`config.mk`:
```
export PLATFORM = sky130hd
export DESIGN_NAME = ckl_console
export DESIGN_NICKNAME = d
export VERILOG_FILES = /design/src/inc/ckl_pkg.sv /design/src/hdl/ckl_keydeb.sv /design/src/hdl/ckl_console.sv
export VERILOG_INCLUDE_DIRS = /design/src /design/src/inc
export SDC_FILE = /design/constraint.sdc
export NUM_CORES = 1
export LEC_CHECK = 0
export BUFFER_PORTS_ARGS = -buffer_cell sky130_fd_sc_hd__buf_4
export CORE_MARGIN = 3
export CORE_UTILIZATION = 30
export DETAILED_ROUTE_END_ITERATION = 16
export HOLD_SLACK_MARGIN = 0.1
export PLACE_DENSITY = 0.44
export SKIP_CTS_REPAIR_TIMING = 1
export SLEW_MARGIN = 20
export SYNTH_ARGS = -nofsm -noshare
export SYNTH_HDL_FRONTEND = slang
export SYNTH_SLANG_ARGS = --single-unit
```
`constraint.sdc`:
```
create_clock -name clk -period 9.8 [get_ports clk]
set_input_delay 0.49 -clock clk [delete_from_list [all_inputs] [get_ports clk]]
set_output_delay 0.49 -clock clk [all_outputs]
set_load 0.05 [all_outputs]
```
`src/inc/ckl_defines.svh`:
```
// constants for the console keypad command logic
// assumes a 10 MHz system clock; included by bare name
`ifndef CKL_DEFINES_SVH
`define CKL_DEFINES_SVH

`define CKL_CLK_KHZ   10000
`define CKL_INIT_MS   150
`define CKL_DEB_MS    5
`define CKL_TMO_US    20
`define CKL_TMO_CYC   ((`CKL_TMO_US * `CKL_CLK_KHZ + 999) / 1000)

`define CKL_PC_ADDR   18'h3ffc7
`define CKL_GPR_LO    18'h3ffc8
`define CKL_GPR_HI    18'h3ffcf
`define CKL_STEP_WIDE 18'h00002
`define CKL_STEP_GPR  18'h00001
`define CKL_ZERO      18'h00000
`define CKL_HI_ZERO   2'h0

`define CKL_NKEYS     20
`define CKL_K_LSR     8
`define CKL_K_LAD     9
`define CKL_K_DEP     10
`define CKL_K_EXAMINE_KEY    11
`define CKL_K_CLR     12
`define CKL_K_DISAD   13
`define CKL_K_HS      14
`define CKL_K_CONT    15
`define CKL_K_START   16
`define CKL_K_INIT    17
`define CKL_K_BOOT    18
`define CKL_K_MOD     19
`define CKL_D_ADD7    7
`define CKL_D_ADD6    6
`define CKL_D_MAINT   1

`endif

```
`src/inc/ckl_pkg.sv`:
```
// types shared by the console keypad command logic
// no assumptions beyond a SystemVerilog compiler
package ckl_pkg;
  typedef logic [17:0] ckl_addr_t;
  typedef logic [15:0] ckl_word_t;
  typedef enum logic [2:0] {
    S_IDLE = 3'b000,
    S_HALT = 3'b001,
    S_STEP = 3'b010,
    S_BUS  = 3'b011,
    S_INIT = 3'b100
  } ckl_state_e;
  typedef enum logic [1:0] {
    OP_PC    = 2'b00,
    OP_EXAMINE_KEY  = 2'b01,
    OP_DEP   = 2'b10,
    OP_START = 2'b11
  } ckl_op_e;
endpackage

```
`src/hdl/ckl_keydeb.sv`:
```
// key debouncer: three-stage synchroniser, stability filter, press edge
// assumes raw keys are asynchronous pins, active high while pressed
`timescale 1ns/1ps
module ckl_keydeb #(
  parameter int W      = 20,
  parameter int STABLE = 50000
) (
  input  wire logic         clk,
  input  wire logic         rst,
  input  wire logic [W-1:0] raw,
  output logic      [W-1:0] held,
  output logic      [W-1:0] press
);
  localparam int CW = $clog2(STABLE + 1);

  if (W < 1 || STABLE < 2) begin : g_bad
    $error("ckl_keydeb: W and STABLE out of range");
  end

  logic [W-1:0] s1_reg;
  logic [W-1:0] s2_reg;
  logic [W-1:0] s3_reg;
  logic [W-1:0] held_q_reg;

  always_ff @(posedge clk) begin
    if (rst) begin
      s1_reg <= '0;
      s2_reg <= '0;
      s3_reg <= '0;
      held_q_reg <= '0;
    end else begin
      s1_reg <= raw;
      s2_reg <= s1_reg;
      s3_reg <= s2_reg;
      held_q_reg <= held;
    end
  end

  // a held key yields exactly one press pulse
  assign press = held & ~held_q_reg;

  for (genvar i = 0; i < W; i++) begin : g_key
    logic [CW-1:0] cnt_reg;
    logic          lvl_reg;
    always_ff @(posedge clk) begin
      if (rst) begin
        cnt_reg <= '0;
        lvl_reg <= 1'b0;
      end else if (s2_reg[i] != s3_reg[i] || s3_reg[i] == lvl_reg) begin
        cnt_reg <= '0;
      end else if (cnt_reg == CW'(STABLE - 1)) begin
        lvl_reg <= s3_reg[i];
        cnt_reg <= '0;
      end else begin
        cnt_reg <= cnt_reg + CW'(1);
      end
    end
    assign held[i] = lvl_reg;

  end
endmodule

```
`src/hdl/ckl_console.sv`:
```
// console keypad command logic: keys, octal display, halt control, bus
// assumes processor handshakes and bus answers are synchronous to clk
//
// Contract
// modifier must already be held at press
// init pulses bus init 150 ms, halted only
// modifier halt stops processor, shows program counter
// plain halt/step when halted steps once
// continue releases halted processor, shows switch word
// continue while running only redisplays switch word
// start: load counter, init, run, show switch
// boot activates bootstrap unit, halted only
// modifier seven shows address plus display plus two
// modifier six shows switch word plus display
// modifier one enters maintenance, keys disabled
// clear leaves maintenance through a processor halt
// digits shift display left, never auto-cleared
// operator enters digits before the function key
// digit while switch shown keeps lamp lit
// entered value is full address, no extension
// program counter deposited at its bus address
// examine and deposit only while halted
// successive examine or deposit advance by two
// general register range advances examine by one
// load address takes display then zeroes it
// keys debounced, acted on once per press
`timescale 1ns/1ps
`include "ckl_defines.svh"
module ckl_console #(
  parameter int INIT_CYC = `CKL_INIT_MS * `CKL_CLK_KHZ,
  parameter int DEB_CYC  = `CKL_DEB_MS * `CKL_CLK_KHZ,
  parameter int TMO_CYC  = `CKL_TMO_CYC
) (
  input  wire logic              clk,
  input  wire logic              rst,
  input  wire logic [7:0]        digit_key,
  input  wire logic              modifier_key,
  input  wire logic              load_switch_word_key,
  input  wire logic              load_current_address_key,
  input  wire logic              show_current_address_key,
  input  wire logic              deposit_key,
  input  wire logic              examine_key,
  input  wire logic              zero_display_key,
  input  wire logic              halt_step_key,
  input  wire logic              continue_key,
  input  wire logic              start_key,
  input  wire logic              init_key,
  input  wire logic              boot_key,
  input  wire logic              halt_grant,
  input  wire logic              step_done,
  input  wire logic              bus_ack,
  input  wire logic              bus_fault,
  input  wire ckl_pkg::ckl_word_t bus_rdata,
  output logic                   halt_req,
  output logic                   step_req,
  output logic                   bus_init,
  output logic                   boot_enable,
  output logic                   bus_req,
  output logic                   bus_write,
  output ckl_pkg::ckl_addr_t     bus_addr,
  output ckl_pkg::ckl_word_t     bus_wdata,
  output ckl_pkg::ckl_addr_t     display,
  output ckl_pkg::ckl_word_t     switch_word,
  output logic                   switch_word_shown_lamp,
  output logic                   maint_lamp,
  output logic                   bus_error_lamp
);
  import ckl_pkg::*;

  localparam int TW = $clog2(INIT_CYC + 1);

  if (TMO_CYC < 1 || INIT_CYC <= TMO_CYC || DEB_CYC < 2) begin : g_bad
    $error("ckl_console: timing parameters out of range");
  end

  function automatic logic [2:0] digit_of(input logic [7:0] p);
    logic [2:0] d;
    d = 3'h0;
    for (int k = 7; k >= 0; k--) begin
      if (p[k]) begin
        d = 3'(k);
      end
    end
    return d;
  endfunction

  function automatic logic is_gpr(input ckl_addr_t a);
    return (a >= `CKL_GPR_LO) && (a <= `CKL_GPR_HI);
  endfunction

  logic [`CKL_NKEYS-1:0] raw;
  logic [`CKL_NKEYS-1:0] held;
  logic [`CKL_NKEYS-1:0] press;

  ckl_state_e state_reg;
  ckl_op_e    op_reg;
  logic [TW-1:0] tmr_reg;
  ckl_addr_t  display_reg;
  ckl_addr_t  cur_addr_reg;
  ckl_addr_t  bus_addr_reg;
  ckl_word_t  bus_wdata_reg;
  ckl_word_t  switch_reg;
  logic       seq_reg;
  logic       halted_reg;
  logic       halt_req_reg;
  logic       step_req_reg;
  logic       bus_req_reg;
  logic       bus_write_reg;
  logic       maint_reg;
  logic       run_after_reg;
  logic       boot_reg;
  logic       sr_lamp_reg;
  logic       err_reg;

  assign raw = {modifier_key, boot_key, init_key, start_key,
                continue_key, halt_step_key, show_current_address_key,
                zero_display_key, examine_key, deposit_key,
                load_current_address_key, load_switch_word_key,
                digit_key};

  ckl_keydeb #(
    .W      (`CKL_NKEYS),
    .STABLE (DEB_CYC)
  ) u_deb (
    .clk   (clk),
    .rst   (rst),
    .raw   (raw),
    .held  (held),
    .press (press)
  );

  // commands decode on a press edge with the modifier level already held
  logic mod;
  logic idle;
  logic norm;
  logic [2:0] dsel;
  assign mod  = held[`CKL_K_MOD];
  assign idle = (state_reg == S_IDLE);
  assign norm = idle && !maint_reg;
  assign dsel = digit_of(press[7:0]);

  logic c_digit, c_add7, c_add6, c_maint, c_lsr, c_lad, c_disad;
  logic c_clr, c_examine_key, c_dep, c_halt, c_step, c_cont, c_start;
  logic c_init, c_boot, c_mexit;
  assign c_digit = norm && !mod && (|press[7:0]);
  assign c_add7  = norm && mod && press[`CKL_D_ADD7];
  assign c_add6  = norm && mod && press[`CKL_D_ADD6];
  assign c_maint = norm && mod && press[`CKL_D_MAINT];
  assign c_lsr   = norm && press[`CKL_K_LSR];
  assign c_lad   = norm && press[`CKL_K_LAD];
  assign c_disad = norm && press[`CKL_K_DISAD];
  assign c_clr   = norm && press[`CKL_K_CLR];
  assign c_examine_key  = norm && press[`CKL_K_EXAMINE_KEY] && halted_reg;
  assign c_dep   = norm && press[`CKL_K_DEP] && halted_reg;
  assign c_halt  = norm && mod && press[`CKL_K_HS] && !halted_reg;
  assign c_step  = norm && !mod && press[`CKL_K_HS] && halted_reg;
  assign c_cont  = norm && mod && press[`CKL_K_CONT];
  assign c_start = norm && mod && press[`CKL_K_START] && halted_reg;
  assign c_init  = norm && mod && press[`CKL_K_INIT] && halted_reg;
  assign c_boot  = norm && mod && press[`CKL_K_BOOT] && halted_reg;
  assign c_mexit = idle && maint_reg && press[`CKL_K_CLR];

  // successive accesses step by two, or by one for examines over the general registers
  ckl_addr_t addr_inc;
  ckl_addr_t addr_next;
  assign addr_inc  = (c_examine_key && is_gpr(cur_addr_reg)) ?
                     `CKL_STEP_GPR : `CKL_STEP_WIDE;
  assign addr_next = seq_reg ? cur_addr_reg + addr_inc : cur_addr_reg;

  logic tmo;
  logic init_done;
  logic wait_done;
  assign tmo       = (tmr_reg == TW'(TMO_CYC - 1));
  assign init_done = (state_reg == S_INIT) && (tmr_reg == TW'(INIT_CYC - 1));
  assign wait_done = (state_reg == S_HALT) ? halt_grant : step_done;

  always_ff @(posedge clk) begin
    if (rst) begin
      state_reg <= S_IDLE;
      op_reg <= OP_PC;
      tmr_reg <= '0;
      bus_req_reg <= 1'b0;
      bus_write_reg <= 1'b0;
      bus_addr_reg <= `CKL_ZERO;
      bus_wdata_reg <= '0;
      step_req_reg <= 1'b0;
    end else begin
      step_req_reg <= 1'b0;
      tmr_reg <= tmr_reg + TW'(1);
      case (state_reg)
        S_IDLE: begin
          tmr_reg <= '0;
          if (c_halt || (c_mexit && !halted_reg)) begin
            state_reg <= S_HALT;
          end else if (c_step) begin
            step_req_reg <= 1'b1;
            state_reg <= S_STEP;
          end else if (c_examine_key || c_dep) begin
            bus_req_reg <= 1'b1;
            bus_write_reg <= c_dep;
            bus_addr_reg <= addr_next;
            bus_wdata_reg <= display_reg[15:0];
            op_reg <= c_dep ? OP_DEP : OP_EXAMINE_KEY;
            state_reg <= S_BUS;
          end else if (c_start) begin
            // counter is loaded first; init follows only an acknowledge of the write
            bus_req_reg <= 1'b1;
            bus_write_reg <= 1'b1;
            bus_addr_reg <= `CKL_PC_ADDR;
            bus_wdata_reg <= cur_addr_reg[15:0];
            op_reg <= OP_START;
            state_reg <= S_BUS;
          end else if (c_init || c_boot) begin
            state_reg <= S_INIT;
          end
        end
        S_HALT, S_STEP: begin
          if (wait_done) begin
            bus_req_reg <= 1'b1;
            bus_write_reg <= 1'b0;
            bus_addr_reg <= `CKL_PC_ADDR;
            op_reg <= OP_PC;
            tmr_reg <= '0;
            state_reg <= S_BUS;
          end else if (tmo) begin
            state_reg <= S_IDLE;
          end
        end
        S_BUS: begin
          if (bus_ack || bus_fault || tmo) begin
            bus_req_reg <= 1'b0;
            tmr_reg <= '0;
            if (op_reg == OP_START && bus_ack) begin
              state_reg <= S_INIT;
            end else begin
              state_reg <= S_IDLE;
            end
          end
        end
        S_INIT: begin
          if (init_done) begin
            state_reg <= S_IDLE;
          end
        end
        default: state_reg <= S_IDLE;
      endcase
    end
  end

  // halt request stays up for as long as the processor is to stay halted
  always_ff @(posedge clk) begin
    if (rst) begin
      halt_req_reg <= 1'b0;
      halted_reg <= 1'b0;
    end else begin
      if (c_halt || (c_mexit && !halted_reg)) begin
        halt_req_reg <= 1'b1;
      end else if (state_reg == S_HALT && halt_grant) begin
        halted_reg <= 1'b1;
      end else if (state_reg == S_HALT && tmo) begin
        halt_req_reg <= 1'b0;
      end else if (c_cont && halted_reg) begin
        halt_req_reg <= 1'b0;
        halted_reg <= 1'b0;
      end else if (init_done && run_after_reg) begin
        halt_req_reg <= 1'b0;
        halted_reg <= 1'b0;
      end
    end
  end

  always_ff @(posedge clk) begin
    if (rst) begin
      run_after_reg <= 1'b0;
      boot_reg <= 1'b0;
    end else if (c_start || c_boot) begin
      run_after_reg <= 1'b1;
      boot_reg <= c_boot;
    end else if (c_init) begin
      run_after_reg <= 1'b0;
      boot_reg <= 1'b0;
    end
  end

  always_ff @(posedge clk) begin
    if (rst) begin
      maint_reg <= 1'b0;
    end else if (c_maint) begin
      maint_reg <= 1'b1;
    end else if (c_mexit && halted_reg) begin
      maint_reg <= 1'b0;
    end else if (state_reg == S_HALT && halt_grant) begin
      maint_reg <= 1'b0;
    end
  end

  // display is never cleared behind the operator's back
  always_ff @(posedge clk) begin
    if (rst) begin
      display_reg <= `CKL_ZERO;
    end else if (c_digit) begin
      display_reg <= {display_reg[14:0], dsel};
    end else if (c_add7) begin
      display_reg <= cur_addr_reg + display_reg + `CKL_STEP_WIDE;
    end else if (c_add6) begin
      display_reg <= {`CKL_HI_ZERO, switch_reg} + display_reg;
    end else if (c_lad || c_clr) begin
      display_reg <= `CKL_ZERO;
    end else if (c_disad) begin
      display_reg <= cur_addr_reg;
    end else if (c_cont || (init_done && run_after_reg)) begin
      display_reg <= {`CKL_HI_ZERO, switch_reg};
    end else if (state_reg == S_BUS && bus_ack && !bus_write_reg) begin
      display_reg <= {`CKL_HI_ZERO, bus_rdata};
    end
  end

  // digits leave the lamp alone, so it may lie about the display
  always_ff @(posedge clk) begin
    if (rst) begin
      sr_lamp_reg <= 1'b0;
    end else if (c_cont || (init_done && run_after_reg)) begin
      sr_lamp_reg <= 1'b1;
    end else if (c_add7 || c_add6 || c_lad || c_clr || c_disad ||
                 (state_reg == S_BUS && bus_ack && !bus_write_reg)) begin
      sr_lamp_reg <= 1'b0;
    end
  end

  always_ff @(posedge clk) begin
    if (rst) begin
      cur_addr_reg <= `CKL_ZERO;
      seq_reg <= 1'b0;
    end else if (c_lad) begin
      cur_addr_reg <= display_reg;
      seq_reg <= 1'b0;
    end else if (c_disad) begin
      seq_reg <= 1'b0;
    end else if (c_examine_key || c_dep) begin
      cur_addr_reg <= addr_next;
      seq_reg <= 1'b1;
    end
  end

  always_ff @(posedge clk) begin
    if (rst) begin
      switch_reg <= '0;
    end else if (c_lsr) begin
      switch_reg <= display_reg[15:0];
    end
  end

  always_ff @(posedge clk) begin
    if (rst) begin
      err_reg <= 1'b0;
    end else if (((state_reg == S_HALT || state_reg == S_STEP) &&
                  !wait_done && tmo) ||
                 (state_reg == S_BUS && !bus_ack && (bus_fault || tmo))) begin
      err_reg <= 1'b1;
    end else if (c_clr) begin
      err_reg <= 1'b0;
    end
  end

  assign halt_req    = halt_req_reg;
  assign step_req    = step_req_reg;
  assign bus_init    = (state_reg == S_INIT);
  assign boot_enable = (state_reg == S_INIT) && boot_reg;
  assign bus_req     = bus_req_reg;
  assign bus_write   = bus_write_reg;
  assign bus_addr    = bus_addr_reg;
  assign bus_wdata   = bus_wdata_reg;
  assign display     = display_reg;
  assign switch_word = switch_reg;
  assign switch_word_shown_lamp = sr_lamp_reg;
  assign maint_lamp     = maint_reg;
  assign bus_error_lamp = err_reg;

  // helper count of bus init length
  logic [TW-1:0] hp_init_reg;
  always_ff @(posedge clk) begin
    if (rst || !bus_init) begin
      hp_init_reg <= '0;
    end else begin
      hp_init_reg <= hp_init_reg + TW'(1);
    end
  end
endmodule

```
==> summary.md <==
| Metric | Value |
|---|---|
| Max Buffers Root-to-Sink | 3 |
| Clk slew on worst S/H paths | 0.06 ns |
| Peak VDD IR | 107 µV |
| Most common cell in the synthesized netlist | nor2_1 |
| Vias/cell | ~5 |
| Worst EP required | between 10 and 15 ns |
| Unrepaired setup endpoints after global routing | no |
| GRT Resource Usage Total | roughly 15% |
| Period utilization | just over 40% |
| Slew @ Worst Pin | roughly 0.88 ns |
| Largest net degree at the start of global routing | 67 |
| TritonRoute pass-1 iters | 5 |
| Syn_nets | 3095 |
| WL met2 | between 20000 and 30000 µm |
| Pint | roughly 3800 µW |
| Maximum clock frequency | between 0.2 and 0.3 GHz |
| WL met3 | 3960 µm |
| Hold WS | roughly 0.12 ns |
| Leak Pwr | between 0.01 and 0.015 µW |
| Vias | 20400 |
| Chip Height | around 290 µm |
| Setup violators final | 0 |
| Final GP Congestion | 0.852 |
| WL per Instance | ~15 µm |
| Non-Filler Instances | around 4200 |
| Min-Delay Path Class | in2reg |
| Top layer in use | met5 |
| Initial antenna violation count | 3 |
| Number of placement rows | between 100 and 150 |
| Post-Synth XOR/XNOR Area | about an eighth |
| Clock latency on the worst-skew pair | around 0.6 ns |
| H-tree Lvls | 3 |
| Final TNS setup | 0 ns |
| Top cells by area, synth | dfxtp_1 (43%), nor2_1 (9.2%), xor2_1 (6.3%) |
| Synth top cells by count | nor2_1 (611), dfxtp_1 (541), nand2_1 (269) |
| Status | finished clean |
| Critical path peak fanout | 13 |
| Net Sw Power | slightly above 1000 µW |
| Fraction of layout instances using a drive strength above 1 | under 10% |
| Clock network power share | between 50% and 60% |
| Worst path arrival time | between 4 and 5 ns |
| Synth cell types | 78 |
| Combinational share of power | 1.1% |
| Synth Flop Type | dfxtp_1 |
| # fillers | 8457 |
| Post-synthesis sequential area ratio | a little over two fifths |
| Synth Area in Compound Gates | about a tenth |
| Simple-gate share of the synthesized area | around 28% |
| Wire length on met1 | 30900 µm |
| Slew Limit Headroom | about two fifths |
| CP startpoint kind | flip-flop |
| Dpl hpwl | between 40000 and 50000 µm |
| Final Hold Violating Endpoints | 0 |
| PD cells | between 150 and 200 mW/mm² |
| I/O Buffers | 118 |
| Die area | 0.0868 mm² |
| Count of pins over their slew limit | 0 |
| Max FFs per register | 320 |
| GRT overflow | 0 |
| Proportion of synthesized area in mux cells | 0.841% |
| Root Buffer | clkbuf_16 |
| Flop pwr share | between 40% and 50% |
| Ys async rst share | 0% |
| Critical path class | reg2reg |
| Area leader, netlist | dfxtp_1 |
| Fin crit period | slightly below 4 ns |
| Placeable Area | ~0.082 mm² |
| Initial Util | 30.4% |
| Post-Place Cells | approximately 4000 |
| Warnings from Yosys | 0 |
| Clock skew | approximately 0.032 ns |
| Top-area cell type share of the netlist area | between 40% and 50% |
| Num ports | between 100 and 150 |
| Gate Count Post-Synth | 2978 |
| Max cap viols | 0 |
| Syn Area/Cell | 8.40 µm² |
| Routed wire length | 65000 µm |
| Antenna-violating nets left | 0 |
| Wire length of the first global-routing pass | 105000 µm |
| Chip Width | around 290 µm |
| Syn Std Cell Area | 0.0250 mm² |
| Area share of fa/ha/maj cells after synthesis | 3.84% |
| Switching Share | 20.9% |
| DRC | 0 |
| TritonCTS clock tree | built |
| Number of DRC markers in iteration 0 | roughly 1100 |
| Setup crit end kind | flip-flop |
| Fin area | between 0.02 and 0.03 mm² |
| CTS Sinks | 541 |
| Final Util | a little over a third |
| Nets | 3205 |
| Largest family of logic cells by synthesized area | simple AND/OR/NAND/NOR gates |
| Area grow syn2layout | 17.3% |
| Number of synthesized flops with an enable pin | 0 |
| Synthesized flop and latch total | 541 |
| Post-DP Area | ~0.027 mm² |
| CTS Buf Count | roughly 70 |
| Vias in the first global route | about 20000 |
area by class of cell:
cell class | count | area (µm²) | share of cell area [%]
antenna | 1 | 2.50 | 0.00853
clock buffer | 102 | 2080 | 7.10
clock inverter | 21 | 274 | 0.934
inverter | 67 | 251 | 0.857
multi-input combinational | 2271 | 13500 | 46.0
sequential | 541 | 10800 | 36.9
tap | 1070 | 1340 | 4.56
timing repair buffer | 138 | 1050 | 3.58
worst max-delay path: stages (launching register included):
cell,delay [ns]
dfxtp_1,0.45
or4_4,0.69
nor2_1,0.35
nand4_1,0.25
ha_1,0.34
a21oi_1,0.06
nor2_1,0.19
and3_1,0.33
and3_1,0.34
nand4_1,0.17
or3_1,0.35
xor2_1,0.16
a211oi_2,0.21
routing by layer:
layer	GRT usage [%]	vias up
met2	22.8	331
met3	4.12	115
met1	19.7	9607
li1	-	10400
met4	5.60	4
met5	0	-
placed cells by master, fill, tap and decap left out, types with 5 or more instances in the layout:
cell type    n
nor2_1     611
dfxtp_1    541
nand2_1    269
xor2_1     181
xnor2_1    161
nand3_1    153
buf_4      134
a21oi_1    122
and3_1     104
o21ai_0     91
nor2b_1     75
ha_1        72
clkbuf_16   70
inv_1       67
nand4_1     58
nor3_1      52
a211oi_1    33
nand2b_1    30
nor4_1      24
or3_1       24
clkbuf_8    22
mux2i_1     21
a311oi_1    20
nor4b_1     12
a311oi_2    11
clkbuf_1    11
clkinv_2    11
a21o_1      10
nor4bb_1     8
or4_1        8
and2_1       7
nor3b_1      7
o22ai_1      7
nand3b_1     6
and4_1       6
a31oi_1      6
o21a_1       6
a2111oi_0    5
o221ai_1     5
bufinv_16    5
power by group through the flow:
stage,Combinational (µW),Clock (µW),Sequential (µW)
2_1_floorplan,28.6,0,2260
3_3_place_gp,52.6,0,2260
3_5_place_dp,53.3,0,2260
4_1_cts,53.6,2680,2220
5_1_grt,59.3,2760,2220
6_report,53.7,2580,2220
stage by stage:
stage	worst slack, ns	power, µW
global placement	5.92	2320
detailed placement	5.85	2320
CTS	5.84	4950
global route	5.55	5040
floorplan	6.09	2290
finish	5.83	4850
cells by family after synthesis:
family	count (synthesis)
DFF	541
AOI/OAI and AO/OA	356
muxes	21
and+or+nand+nor	1477
buffers and inverters	166
xor gates and xnor gates	342
adders and majority gates	75
worst paths after layout:
kind / cells after the start / slack (ns) / to / startpoint
max: 12 / 5.83 / cur_addr_reg[15]$_SDFFE_PP0P_ / state_reg[2]$_SDFFE_PP0P_
min: 2 / 0.12 / u_deb.s1_reg[5]$_SDFF_PP0_ / digit_key[5]
max reg2reg: 12 / 5.83 / cur_addr_reg[15]$_SDFFE_PP0P_ / state_reg[2]$_SDFFE_PP0P_
min reg2reg: 1 / 0.44 / u_deb.s2_reg[2]$_SDFF_PP0_ / u_deb.s1_reg[2]$_SDFF_PP0_
No activity file was read; power rests on OpenSTA's default activity.
